==> config.mk <==
export PLATFORM = sky130hd
export DESIGN_NAME = ecr_top
export DESIGN_NICKNAME = d
export VERILOG_FILES = /design/src/hdl/ecr_pkg.sv /design/src/hdl/ecr_cnt_if.sv /design/src/hdl/ecr_top.sv /design/src/hdl/ecr_sync.sv /design/src/hdl/ecr_count.sv
export SDC_FILE = /design/constraint.sdc
export NUM_CORES = 1
export LEC_CHECK = 0
export ABC_AREA = 1
export BUFFER_PORTS_ARGS = -buffer_cell sky130_fd_sc_hd__buf_2
export CORE_MARGIN = 4
export CORE_UTILIZATION = 28
export CTS_CLUSTER_DIAMETER = 200
export CTS_CLUSTER_SIZE = 25
export DETAILED_ROUTE_END_ITERATION = 8
export MAX_ROUTING_LAYER = met4
export SLEW_MARGIN = 30
export SYNTH_ARGS = -nofsm -noshare
export SYNTH_HDL_FRONTEND = slang
export SYNTH_SLANG_ARGS = --single-unit
==> constraint.sdc <==
create_clock -name sys_clk -period 3 [get_ports sys_clk]
set_clock_uncertainty 0.1 [all_clocks]
set_input_delay 0.6 -clock sys_clk [delete_from_list [all_inputs] [get_ports sys_clk]]
set_output_delay 0.6 -clock sys_clk [all_outputs]
set_load 0.03 [all_outputs]
==> src/hdl/ecr_pkg.sv <==
// Shared constants, register map and types for the encoder counter registers
package ecr_pkg;

  localparam int ADDR_W = 4;
  localparam int DATA_W = 16;
  localparam int CNT_W  = 32;
  localparam int MODE_W = 3;

  // Register map, one 16-bit register per address
  localparam logic [ADDR_W-1:0] OFS_STATUS   = 4'h0;
  localparam logic [ADDR_W-1:0] OFS_CONTROL  = 4'h1;
  localparam logic [ADDR_W-1:0] OFS_POS_LO   = 4'h2;
  localparam logic [ADDR_W-1:0] OFS_POS_HI   = 4'h3;
  localparam logic [ADDR_W-1:0] OFS_POS_HOLD = 4'h4;
  localparam logic [ADDR_W-1:0] OFS_VEL_LO   = 4'h5;
  localparam logic [ADDR_W-1:0] OFS_VEL_HI   = 4'h6;
  localparam logic [ADDR_W-1:0] OFS_VEL_HOLD = 4'h7;
  localparam logic [ADDR_W-1:0] OFS_TMR_LO   = 4'h8;
  localparam logic [ADDR_W-1:0] OFS_TMR_HI   = 4'h9;
  localparam logic [ADDR_W-1:0] OFS_IHLD_LO  = 4'hA;
  localparam logic [ADDR_W-1:0] OFS_IHLD_HI  = 4'hB;

  // Status field positions
  localparam int ST_IDX_EN   = 0;
  localparam int ST_IDX_FLAG = 1;
  localparam int ST_HOM_EN   = 2;
  localparam int ST_HOM_FLAG = 3;
  localparam int ST_PCI_EN   = 6;
  localparam int ST_PCI_FLAG = 7;

  // Position initialisation modes that use the home input, and the reset mode
  localparam logic [MODE_W-1:0] MODE_HOME_RESET = 3'h3;
  localparam logic [MODE_W-1:0] MODE_HOME_INDEX = 3'h4;
  localparam logic [MODE_W-1:0] MODE_RESET      = 3'h0;

  localparam logic [DATA_W-1:0] WORD_ZERO = 16'h0000;
  localparam logic [CNT_W-1:0]  CNT_ZERO  = 32'h0000_0000;
  localparam logic [CNT_W-1:0]  CNT_ONE   = 32'h0000_0001;

  typedef enum logic [1:0] {
    INIT_IDLE  = 2'b01,
    INIT_ARMED = 2'b10
  } ecr_init_type;

  function automatic logic ecr_homing_mode(input logic [MODE_W-1:0] mode);
    return (mode == MODE_HOME_RESET) || (mode == MODE_HOME_INDEX);
  endfunction : ecr_homing_mode

  // Sticky flag: hardware set wins over a software clear
  function automatic logic ecr_sticky(input logic flag, input logic set, input logic clr);
    return set | (flag & ~clr);
  endfunction : ecr_sticky

endpackage : ecr_pkg

==> src/hdl/ecr_cnt_if.sv <==
// Access bundle between the register logic and one split 32-bit counter
`timescale 1ns/10ps
`default_nettype none
interface ecr_cnt_if;
  import ecr_pkg::*;
  logic              inc;
  logic              dec;
  logic              clr;
  logic              wr_lo;
  logic              wr_hi;
  logic              wr_hold;
  logic              rd_lo;
  logic [DATA_W-1:0] wdata;
  logic [CNT_W-1:0]  count;
  logic [DATA_W-1:0] hold;
  modport ctl (output inc, dec, clr, wr_lo, wr_hi, wr_hold, rd_lo, wdata,
               input count, hold);
  modport cnt (input inc, dec, clr, wr_lo, wr_hi, wr_hold, rd_lo, wdata,
               output count, hold);
endinterface : ecr_cnt_if
`default_nettype wire

==> src/hdl/ecr_top.sv <==
// Encoder counter registers: position, velocity, interval timer and status
//
// Local design decisions: the address-and-strobe port and the register offsets.
`timescale 1ns/10ps
`default_nettype none
module ecr_top
  import ecr_pkg::*;
(
  input  wire logic              sys_clk,   // System clock, 100 MHz
  input  wire logic              resetn,    // Async reset, active low
  input  wire logic              index_pin, // Encoder index input
  input  wire logic              home_pin,  // Encoder home input
  input  wire logic              step_up,   // Decoder count-up pulse
  input  wire logic              step_down, // Decoder count-down pulse
  input  wire logic [ADDR_W-1:0] bus_addr,  // Register address
  input  wire logic [DATA_W-1:0] bus_wdata, // Write data
  input  wire logic              bus_wr,    // Write strobe
  input  wire logic              bus_rd,    // Read strobe
  output logic      [DATA_W-1:0] bus_rdata, // Read data, cycle after strobe
  output logic                   irq        // Interrupt request
);

  ////////////////////////////////////////////////////////////////////////
  // State

  typedef struct packed {
    logic              idx_en;
    logic              idx_flag;
    logic              hom_en;
    logic              hom_flag;
    logic              pci_en;
    logic              pci_flag;
    logic [MODE_W-1:0] mode;
    ecr_init_type      init;
    logic [CNT_W-1:0]  itmr;
    logic [CNT_W-1:0]  ihold;
    logic [DATA_W-1:0] rdata;
  } ecr_top_state_type;

  ecr_top_state_type st;
  ecr_top_state_type next_st;

  logic idx_rise;
  logic hom_rise;
  logic step_any;
  logic wr_stat;
  logic wr_ctrl;
  logic pos_clear;
  logic [DATA_W-1:0] rd_word;

  ecr_cnt_if pos_if ();
  ecr_cnt_if vel_if ();

  ////////////////////////////////////////////////////////////////////////
  // Input synchronisers and counters

  ecr_sync u_index_sync (
    .sys_clk (sys_clk),
    .resetn  (resetn),
    .pin     (index_pin),
    .level   (),
    .rise    (idx_rise)
  );

  ecr_sync u_home_sync (
    .sys_clk (sys_clk),
    .resetn  (resetn),
    .pin     (home_pin),
    .level   (),
    .rise    (hom_rise)
  );

  ecr_count u_pos_count (
    .sys_clk (sys_clk),
    .resetn  (resetn),
    .port    (pos_if.cnt)
  );

  ecr_count u_vel_count (
    .sys_clk (sys_clk),
    .resetn  (resetn),
    .port    (vel_if.cnt)
  );

  ////////////////////////////////////////////////////////////////////////
  // Bus decode and counter strobes

  assign step_any = step_up ^ step_down;
  assign wr_stat  = bus_wr && (bus_addr == OFS_STATUS);
  assign wr_ctrl  = bus_wr && (bus_addr == OFS_CONTROL);

  // Home reinitialises at once in one mode, at the next index in the other
  assign pos_clear = (hom_rise && (st.mode == MODE_HOME_RESET)) ||
                     (idx_rise && (st.init == INIT_ARMED));

  assign pos_if.inc     = step_up;
  assign pos_if.dec     = step_down;
  assign pos_if.clr     = pos_clear;
  assign pos_if.wr_lo   = bus_wr && (bus_addr == OFS_POS_LO);
  assign pos_if.wr_hi   = bus_wr && (bus_addr == OFS_POS_HI);
  assign pos_if.wr_hold = bus_wr && (bus_addr == OFS_POS_HOLD);
  assign pos_if.rd_lo   = bus_rd && (bus_addr == OFS_POS_LO);
  assign pos_if.wdata   = bus_wdata;

  // Velocity counts the same steps; software zeroes it by writing
  assign vel_if.inc     = step_up;
  assign vel_if.dec     = step_down;
  assign vel_if.clr     = 1'b0;
  assign vel_if.wr_lo   = bus_wr && (bus_addr == OFS_VEL_LO);
  assign vel_if.wr_hi   = bus_wr && (bus_addr == OFS_VEL_HI);
  assign vel_if.wr_hold = bus_wr && (bus_addr == OFS_VEL_HOLD);
  assign vel_if.rd_lo   = bus_rd && (bus_addr == OFS_VEL_LO);
  assign vel_if.wdata   = bus_wdata;

  ////////////////////////////////////////////////////////////////////////
  // Read multiplexer

  always_comb begin
    rd_word = WORD_ZERO;
    unique case (bus_addr)
      OFS_STATUS: begin
        rd_word[ST_IDX_EN]   = st.idx_en;
        rd_word[ST_IDX_FLAG] = st.idx_flag;
        rd_word[ST_HOM_EN]   = st.hom_en;
        rd_word[ST_HOM_FLAG] = st.hom_flag;
        rd_word[ST_PCI_EN]   = st.pci_en;
        rd_word[ST_PCI_FLAG] = st.pci_flag & ecr_homing_mode(st.mode);
      end
      OFS_CONTROL:  rd_word[MODE_W-1:0] = st.mode;
      OFS_POS_LO:   rd_word = pos_if.count[DATA_W-1:0];
      OFS_POS_HI:   rd_word = pos_if.count[CNT_W-1:DATA_W];
      OFS_POS_HOLD: rd_word = pos_if.hold;
      OFS_VEL_LO:   rd_word = vel_if.count[DATA_W-1:0];
      OFS_VEL_HI:   rd_word = vel_if.count[CNT_W-1:DATA_W];
      OFS_VEL_HOLD: rd_word = vel_if.hold;
      OFS_TMR_LO:   rd_word = st.itmr[DATA_W-1:0];
      OFS_TMR_HI:   rd_word = st.itmr[CNT_W-1:DATA_W];
      OFS_IHLD_LO:  rd_word = st.ihold[DATA_W-1:0];
      OFS_IHLD_HI:  rd_word = st.ihold[CNT_W-1:DATA_W];
      default:      rd_word = WORD_ZERO;
    endcase
  end

  ////////////////////////////////////////////////////////////////////////
  // Next state

  always_comb begin
    next_st = st;

    // Enables are plain bits; flags clear on a written zero
    if (wr_stat) begin
      next_st.idx_en = bus_wdata[ST_IDX_EN];
      next_st.hom_en = bus_wdata[ST_HOM_EN];
      next_st.pci_en = bus_wdata[ST_PCI_EN];
    end
    next_st.idx_flag = ecr_sticky(st.idx_flag, idx_rise,
                                  wr_stat && !bus_wdata[ST_IDX_FLAG]);
    next_st.hom_flag = ecr_sticky(st.hom_flag, hom_rise,
                                  wr_stat && !bus_wdata[ST_HOM_FLAG]);
    next_st.pci_flag = ecr_sticky(st.pci_flag, pos_clear,
                                  wr_stat && !bus_wdata[ST_PCI_FLAG]);

    if (wr_ctrl) begin
      next_st.mode = bus_wdata[MODE_W-1:0];
    end

    // Arming only lives in the home-then-index mode
    unique case (st.init)
      INIT_IDLE: begin
        if (hom_rise && (st.mode == MODE_HOME_INDEX)) begin
          next_st.init = INIT_ARMED;
        end
      end
      INIT_ARMED: begin
        if (idx_rise || (st.mode != MODE_HOME_INDEX)) begin
          next_st.init = INIT_IDLE;
        end
      end
      default: next_st.init = INIT_IDLE;
    endcase

    // Interval timer measures clocks between steps, software write wins
    if (step_any) begin
      next_st.ihold = st.itmr;
      next_st.itmr  = CNT_ZERO;
    end else begin
      next_st.itmr = st.itmr + CNT_ONE;
    end
    if (bus_wr && (bus_addr == OFS_TMR_LO)) begin
      next_st.itmr[DATA_W-1:0] = bus_wdata;
    end
    if (bus_wr && (bus_addr == OFS_TMR_HI)) begin
      next_st.itmr[CNT_W-1:DATA_W] = bus_wdata;
    end
    if (bus_wr && (bus_addr == OFS_IHLD_LO)) begin
      next_st.ihold[DATA_W-1:0] = bus_wdata;
    end
    if (bus_wr && (bus_addr == OFS_IHLD_HI)) begin
      next_st.ihold[CNT_W-1:DATA_W] = bus_wdata;
    end

    // Data stands only in the cycle after the read strobe
    next_st.rdata = bus_rd ? rd_word : WORD_ZERO;
  end

  always_ff @(posedge sys_clk or negedge resetn) begin
    if (!resetn) begin
      st <= '{idx_en: 1'b0, idx_flag: 1'b0, hom_en: 1'b0, hom_flag: 1'b0,
              pci_en: 1'b0, pci_flag: 1'b0, mode: MODE_RESET,
              init: INIT_IDLE, itmr: CNT_ZERO, ihold: CNT_ZERO,
              rdata: WORD_ZERO};
    end else begin
      st <= next_st;
    end
  end

  ////////////////////////////////////////////////////////////////////////
  // Outputs

  assign bus_rdata = st.rdata;
  // Homing-done only raises the request in the modes where it means something
  assign irq = (st.idx_flag & st.idx_en) |
               (st.hom_flag & st.hom_en) |
               (st.pci_flag & st.pci_en & ecr_homing_mode(st.mode));
endmodule : ecr_top
`default_nettype wire

==> src/hdl/ecr_sync.sv <==
// Three-stage synchroniser with agreement filter and rising-edge pulse
`timescale 1ns/10ps
`default_nettype none
module ecr_sync (
  input  wire logic sys_clk, // System clock
  input  wire logic resetn,  // Async reset, active low
  input  wire logic pin,     // Asynchronous input pin
  output logic      level,   // Filtered level
  output logic      rise     // One-cycle pulse on a rising level
);
  typedef struct packed {
    logic s1;
    logic s2;
    logic s3;
    logic lvl;
    logic rise;
  } ecr_sync_state_type;

  ecr_sync_state_type st;
  ecr_sync_state_type next_st;

  always_comb begin
    next_st      = st;
    next_st.s1   = pin;
    next_st.s2   = st.s1;
    next_st.s3   = st.s2;
    next_st.rise = 1'b0;
    // Only stages two and three decide, stage one only feeds stage two
    if (st.s2 == st.s3) begin
      next_st.lvl  = st.s3;
      next_st.rise = st.s3 & ~st.lvl;
    end
  end

  always_ff @(posedge sys_clk or negedge resetn) begin
    if (!resetn) begin
      st <= '0;
    end else begin
      st <= next_st;
    end
  end

  assign level = st.lvl;
  assign rise  = st.rise;
endmodule : ecr_sync
`default_nettype wire

==> src/hdl/ecr_count.sv <==
// Split 32-bit up/down counter with a 16-bit hold register for the high word
`timescale 1ns/10ps
`default_nettype none
module ecr_count
  import ecr_pkg::*;
(
  input  wire logic sys_clk, // System clock
  input  wire logic resetn,  // Async reset, active low
  ecr_cnt_if.cnt    port     // Strobes in, count and hold out
);
  typedef struct packed {
    logic [CNT_W-1:0]  count;
    logic [DATA_W-1:0] hold;
  } ecr_count_state_type;

  ecr_count_state_type st;
  ecr_count_state_type next_st;

  always_comb begin
    next_st = st;
    if (port.wr_lo) begin
      next_st.count = {st.hold, port.wdata};
    end else if (port.wr_hi) begin
      next_st.count[CNT_W-1:DATA_W] = port.wdata;
    end else if (port.clr) begin
      next_st.count = CNT_ZERO;
    end else if (port.inc && !port.dec) begin
      next_st.count = st.count + CNT_ONE;
    end else if (port.dec && !port.inc) begin
      next_st.count = st.count - CNT_ONE;
    end
    // Low read snapshots the high word into the hold register so a later hold read is coherent
    if (port.wr_hold) begin
      next_st.hold = port.wdata;
    end else if (port.rd_lo) begin
      next_st.hold = st.count[CNT_W-1:DATA_W];
    end
  end

  always_ff @(posedge sys_clk or negedge resetn) begin
    if (!resetn) begin
      st <= '{count: CNT_ZERO, hold: WORD_ZERO};
    end else begin
      st <= next_st;
    end
  end

  assign port.count = st.count;
  assign port.hold  = st.hold;
endmodule : ecr_count
`default_nettype wire

==> flow_summary.yaml, run 1 <==
power_and_ir_drop:
  power_frac_clock_pct: 16.2
  p_total_mw: 16.0
  power_frac_seq_pct: 27.0
  p_per_area_nw_per_um2: 866
  p_switching_mw: 7.48
  p_leak_nw: 9.66
  switching_share_pct: 46.9
  p_int_mw: 8.48
  p_comb_share_pct: 56.9
  vdd_drop_max_mv: 0.391
synth:
  synthCells: 2395
  synth_top_area_share_pct: 31.6
  synth_warnings: 0
  yosysTopAreaCell: "dfrtp_1"
  yosys_most_used_dff: "dfrtp_1"
  yosys-top-cells-area: "dfrtp_1 (32%), nand2_1 (18%), inv_1 (9.8%)"
  ys_types: 54
  avgSynthCellArea_um2: 6.48
  yosysMostFrequentCell: "nand2_1"
  netlist_area_um2: 15500
  ys_top_cells_by_count: "nand2_1 (760), inv_1 (405), dfrtp_1 (196)"
  seq_area_frac_synth_pct: 31.8
  synth_seq_cells: 197
  synthArstFlopShare_pct: 100
  synth_edf_count: 0
  syn_nets: 2499
cells_and_area:
  area_delta_synth_final_pct: 18.7
  ff_latch_area_um2: 4930
  drive_gt1_share_pct: 11.9
  num-fill-cells: 6024
  nNetsFinal: 2664
  multi_input_area_um2: 8690
clock_network:
  path_clk_slew_ns: 0.08
  cts_tree: "built"
  cts-htree-levels: 4
  clk_path_buf_depth: 2
  cts_buffers: 17
  cts.repair.resized: 0
  cts.sink_count: 197
  insertion_delay_ns: 0.47
  root_buffer: "clkbuf_16"
  cts_hold_buf: 1
  postCtsSetupBuffers: 0
placement:
  pre_cts_slack_ns: -0.223
  io_buffer_count: 44
  post-dp-hpwl_mm: 46.8
  routabilityCongestion: 0.956
setup_path:
  endpoint_kind: "flop"
  cp_top_family: "simple AND/OR/NAND/NOR gates"
  worstPathCellList: "buf_2 -> inv_12 -> ha_4 -> clkinvlp_4 -> buf_4 -> ha_1 -> nand2_1 -> buf_4 -> nor2_1 -> inv_1 -> nor2_1 -> nand4_1 -> nand3_1 -> nor2_1 -> o21ai_0 -> nand2_1 -> nand2_1"
  max_stage_delay_ns: 0.37
  ff2ff_setup_slack_ns: 0.52
  start_kind: "primary input"
  path_class: "primary input to flop"
  critPathSlowestCell: "ha_1"
  worst_ep_required_time_ns: 3.31
  path_max_fanout: 16
  critPathBufInv: 6
  crit_arrival_ns: 3.05
status:
  outcome: "completed"
drt:
  wl_met1_mm: 27.0
  drt-wirelength-per-cell_um: 18.0
  ant_nets: 0
  viasPerCell: 4.98
  detail_route.drc_violations: 0
  wirelength_mm: 59.7
  wl_met2_mm: 25.9
  dr.pass1.iters: 7
  dr_wl_met3_mm: 4.44
  via_count: 16551
  highest_layer: "met4"
  drtIter0Drc: 1786
sta:
  hold_violations: 0
  maxSlewHeadroom_pct: 54.2
  rsz0062_at_grt: "false"
  timing.fmax_mhz: 365
  finalCritPeriodShare_pct: 91.4
  finalWorstSetupSlack_ns: 0.257
  fin_hold_ws_ns: 0.179
  worst_pin_slew_ns: 0.686
  final.min_clock_period_ns: 2.74
  setup_viol: 0
  slew_violations: 0
global_routing:
  grt_pass1_vias: 15130
  grt_antenna_before_repair: 3
  grtUsageTotal_pct: 20.4
  overflow: 0
  grt_max_degree: 74
  grt_pass1_wl_mm: 91.4
floorplanning:
  fp.dieH_um: 243
  ios: 45
  die-area_um2: 59300
  num_rows: 86
  initial_utilization_pct: 28.2
  coreArea_um2: 55000
  die_w_um: 243
min_path:
  hold_class: "primary input to flop"
run:
  max-cap-violations: 0
## final cells by class
class | count | area share, %
Antenna cell | 2 | 0.0272
Timing Repair Buffer | 221 | 8.74
Tap cell | 748 | 5.08
Clock inverter | 14 | 1.08
Inverter | 423 | 8.74
Clock buffer | 18 | 2.38
Multi-Input combinational cell | 1700 | 47.2
Sequential cell | 197 | 26.8
## cell usage in the layout, fill, tap and decap left out, drive strengths merged, types with 8 or more instances in the layout
cell type,netlist,routed
nand3,157,157
nor3,30,30
buf,42,219
o221ai,30,30
o211ai,13,13
a221oi,18,18
nand4,20,20
o22ai,56,56
a22oi,10,10
inv,420,423
dfrtp,196,196
xor2,11,11
nand2,764,764
a21oi,158,158
clkbuf,33,19
ha,74,74
nor2,178,178
o21ai,122,122
o311ai,8,8
## layer usage
layer / track usage, % / vias to the layer above
li1: - / 8070
met2: 30.5 / 675
met4: 8.37 / 0
met3: 2.78 / 108
met5: - / -
met1: 27.8 / 7698
## flip-flops by register name (all words and copies together) (netlist names), 2 cells and up
register                flops
u_home_sync.next_st         2
bus_rdata                  16
u_vel_count.port.count     32
u_pos_count.port.hold      16
u_index_sync.next_st        2
u_vel_count.port.hold      16
st                         75
u_pos_count.port.count     32
## kinds of logic (layout without fill, tap and decap cells)
family / count (synthesis) / count (layout) / share of synthesized area, %
xor gates and xnor gates: 17 / 17 / 0.959
and+or+nand+nor: 1173 / 1173 / 31.6
AOI/OAI and AO/OA: 432 / 432 / 16.6
buffers and inverters: 498 / 676 / 12.8
DFF: 197 / 197 / 31.8
other: 0 / 2 / 0
adders and majority gates: 78 / 78 / 6.35
## worst register-to-register path, delay by kind of cell (launching register included)
family / cells / cell delay [ns]
simple gates: 7 / 0.98
flops: 1 / 0.50
compound gates: 2 / 0.28
buf+inv: 2 / 0.24
fa+ha+maj: 1 / 0.24
## per-stage QoR
stage | instances | utilization (%) | instance area (um2) | setup TNS [ns]
6_report | 3323 | 33.5 | 18400 | 0
5_1_grt | 3323 | 33.5 | 18400 | 0
4_1_cts | 3321 | 33.5 | 18400 | 0
3_5_place_dp | 3288 | 32.3 | 17800 | -2.29
3_3_place_gp | 3288 | 32.3 | 17800 | -2.22
2_1_floorplan | 2395 | - | 15600 | -16.76
## path summary, 6_finish.rpt
kind                                         endpoint  depth (start not counted)              startpoint
max                        u_pos_count.port.count[18]                         17               step_down
min                            u_home_sync.next_st[3]                          1                home_pin
max reg2reg                                    st[76]                         12                  st[48]
min reg2reg                    u_home_sync.next_st[2]                          0  u_home_sync.next_st[3]
max in group asynchronous                      st[72]                          3                  resetn
min in group asynchronous      u_home_sync.next_st[3]                          2                  resetn
## power by group through the flow
stage          Clock [mW]  Combinational, mW  Sequential (mW)
5_1_grt              2.71               10.3             4.33
3_5_place_dp            0               8.96             4.30
4_1_cts              2.60               9.01             4.25
6_report             2.58               9.07             4.30
2_1_floorplan           0               5.75             3.81
3_3_place_gp            0               8.93             4.31
Power figures use the tool's default switching activity.
==> inputs of run 2 (changes only) <==
Settings changed: ABC_AREA 1 to default.
==> run 2 against run 1 <==
The flow now finishes with violations (negative hold slack, negative setup slack). Global-route usage increased by 0.22 points. Register-to-register slack got worse by 0.33 ns. Synthesized cell count shrank 33%. Utilization grew 2.4 points. Sequential power increased by 8.4%. Highest routed layer unchanged. Die area down 11%.
==> flow_summary.yaml, run 2 <==
sta:
  worst_pin_slew_ns: 0.652
  hold_violations: 4
  setup_viol: 1
  final.min_clock_period_ns: 3.04
  rsz0062_at_grt: "true"
  fin_hold_ws_ns: -0.0165
  finalCritPeriodShare_pct: 101
  slew_violations: 0
  finalWorstSetupSlack_ns: -0.0358
  timing.fmax_mhz: 329
  maxSlewHeadroom_pct: 56.5
global_routing:
  grt_max_degree: 66
  grt_pass1_wl_mm: 82.2
  grt_antenna_before_repair: 3
  grtUsageTotal_pct: 20.6
  grt_pass1_vias: 13238
  overflow: 0
cells_and_area:
  largest_reg_flops: 75
  largest_register: "st"
  final_cell_mix: "buf_4 (252), dfrtp_1 (196), nand2_1 (164), a21oi_1 (156), nor2_1 (147)"
  area_delta_synth_final_pct: 25.8
  nNetsFinal: 1905
  layout_commonest_cell: "buf_4"
  fin_area_um2: 17300
  final_util_pct: 35.9
  drive_gt1_share_pct: 22.7
placement:
  routabilityCongestion: 0.989
  io_buffer_count: 44
  post-dp-hpwl_mm: 41.4
  pre_cts_slack_ns: -0.591
  placed_cell_area_um2: 16300
drt:
  viasPerCell: 5.51
  via_count: 13631
  dr.pass1.iters: 6
  drtIter0Drc: 1701
  detail_route.drc_violations: 0
  ant_nets: 0
  drt-wirelength-per-cell_um: 21.8
  wirelength_mm: 53.8
synth:
  avgSynthCellArea_um2: 8.57
  synth-simple-area-share_pct: 15.7
  synth_warnings: 0
  seq_area_frac_synth_pct: 35.9
  syn_nets: 1709
  synthArstFlopShare_pct: 100
  synth_top_area_share_pct: 35.7
  synth_fa_ha_area_share_pct: 7.17
  yosysMostFrequentCell: "dfrtp_1"
  synth.mux.area_fraction_pct: 5.75
  synth_edf_count: 0
  ys_top_cells_by_count: "dfrtp_1 (196), nand2_1 (167), a21oi_1 (163)"
  yosys-top-cells-area: "dfrtp_1 (36%), ha_1 (6.7%), a21oi_1 (5.9%)"
  netlist_area_um2: 13800
  yosys_most_used_dff: "dfrtp_1"
  yosysTopAreaCell: "dfrtp_1"
  synth_compound_area_share_pct: 25.6
  synthCells: 1605
  synth-xor-area-share_pct: 5.03
  synth_top_family_by_area: "compound AO/OA/AOI/OAI gates"
  ys_types: 84
  synth_seq_cells: 197
power_and_ir_drop:
  p_total_mw: 16.2
  p_leak_nw: 7.77
  vdd_drop_max_mv: 0.420
  p_per_area_nw_per_um2: 939
clock_network:
  clk_path_buf_depth: 2
  cts_buffers: 17
  cts_tree: "built"
  path_clk_slew_ns: 0.07
  cts.sink_count: 197
  cts_hold_buf: 0
  root_buffer: "clkbuf_16"
  cts-htree-levels: 4
  insertion_delay_ns: 0.47
setup_path:
  worst_ep_required_time_ns: 3.21
  crit_arrival_ns: 3.25
  ff2ff_setup_slack_ns: 0.19
  r2r-start: "u_pos_count.port.count[3]"
  critPathBufInv: 4
  path_max_fanout: 21
  max_stage_delay_ns: 0.40
  path_class: "primary input to flop"
  cp_top_family: "compound AO/OA/AOI/OAI gates"
  endpoint_kind: "flop"
  worstPathCellList: "buf_2 -> inv_2 -> ha_4 -> clkinvlp_4 -> buf_12 -> ha_1 -> nand2_2 -> a2111oi_4 -> nor3_2 -> a221o_1 -> a311o_1 -> a31oi_1 -> nand3b_1 -> a41oi_1"
  r2r-end: "u_pos_count.port.count[30]"
  critPathSlowestCell: "a221o_1"
  r2r_cells: 9
  start_kind: "primary input"
status:
  violations: "negative hold slack, negative setup slack"
  outcome: "finished, violations left"
floorplanning:
  die_w_um: 230
  num_rows: 80
  die-area_um2: 52700
  ios: 45
  fp.dieH_um: 230
  coreArea_um2: 48100
  initial_utilization_pct: 28.6
run:
  max-cap-violations: 0
min_path:
  hold_class: "primary input to async pin"
run 2: per-layer routing:
| layer | share of wire, % | vias to the layer above | global-route usage (%) |
|---|---|---|---|
| li1 | - | 6255 | - |
| met1 | 44 | 6672 | 28.0 |
| met2 | 46 | 612 | 31.7 |
| met3 | 7.5 | 92 | 3.17 |
| met4 | 2.9 | 0 | 6.49 |
| met5 | 0 | - | - |
run 2: kinds of logic after synthesis:
logic type	after synthesis
AOI/OAI and AO/OA	539
and+or+nand+nor	476
DFF	197
buffers and inverters	158
xor gates and xnor gates	79
muxes	78
adders and majority gates	78
run 2: worst max-delay path by stage:
stage / end / cells past startpoint / from
after detailed placement: u_pos_count.port.count[28] / 14 / step_down
after CTS: u_vel_count.port.count[29] / 15 / step_down
after global placement: u_vel_count.port.count[29] / 15 / step_down
final: u_pos_count.port.count[30] / 14 / step_down
after floorplan: u_pos_count.port.count[27] / 12 / step_down
after global routing: u_pos_count.port.count[30] / 14 / step_down
run 2: area by class of cell:
cell class / count / area (um2)
antenna: 3 / 7.51
inverter: 30 / 116
sequential: 197 / 4930
fill: 4943 / 30800
timing repair buffer: 305 / 2280
multi-input combinational: 1250 / 8510
clock buffer: 22 / 464
tap: 656 / 821
clock inverter: 10 / 170
run 2: metrics by stage:
stage,hold slack [ns],setup TNS (ns),instances
after floorplan,0.204,-39.24,1605
after global placement,0.232,-13.69,2437
after detailed placement,0.236,-15.94,2437
after CTS,0.0201,0,2469
after global routing,0.0265,-0.771,2473
final,-0.0165,-0.0358,2473
run 2: where the power goes:
| group | total [mW] | internal (mW) | leakage (nW) | switching, mW |
|---|---|---|---|---|
| sequential | 4.66 | 3.37 | 2.45 | 1.29 |
| combinational | 9.04 | 4.47 | 5.02 | 4.57 |
| clock | 2.55 | 1.45 | 0.301 | 1.10 |
run 2: worst register-to-register path, stage by stage (launching register included):
cell       delay (ns)
dfrtp_1          0.52
ha_4             0.34
a21oi_2          0.08
a2111oi_4        0.39
nor3_2           0.10
a221o_1          0.40
a311o_1          0.33
a31oi_1          0.16
nand3b_1         0.12
a41oi_1          0.14
run 2: timing repair:
action / CTS / global route
pin swaps: 3 / 4
setup endpoints to repair: 10 / 27
gates resized for setup: 10 / 42
buffers inserted: 0 / 1
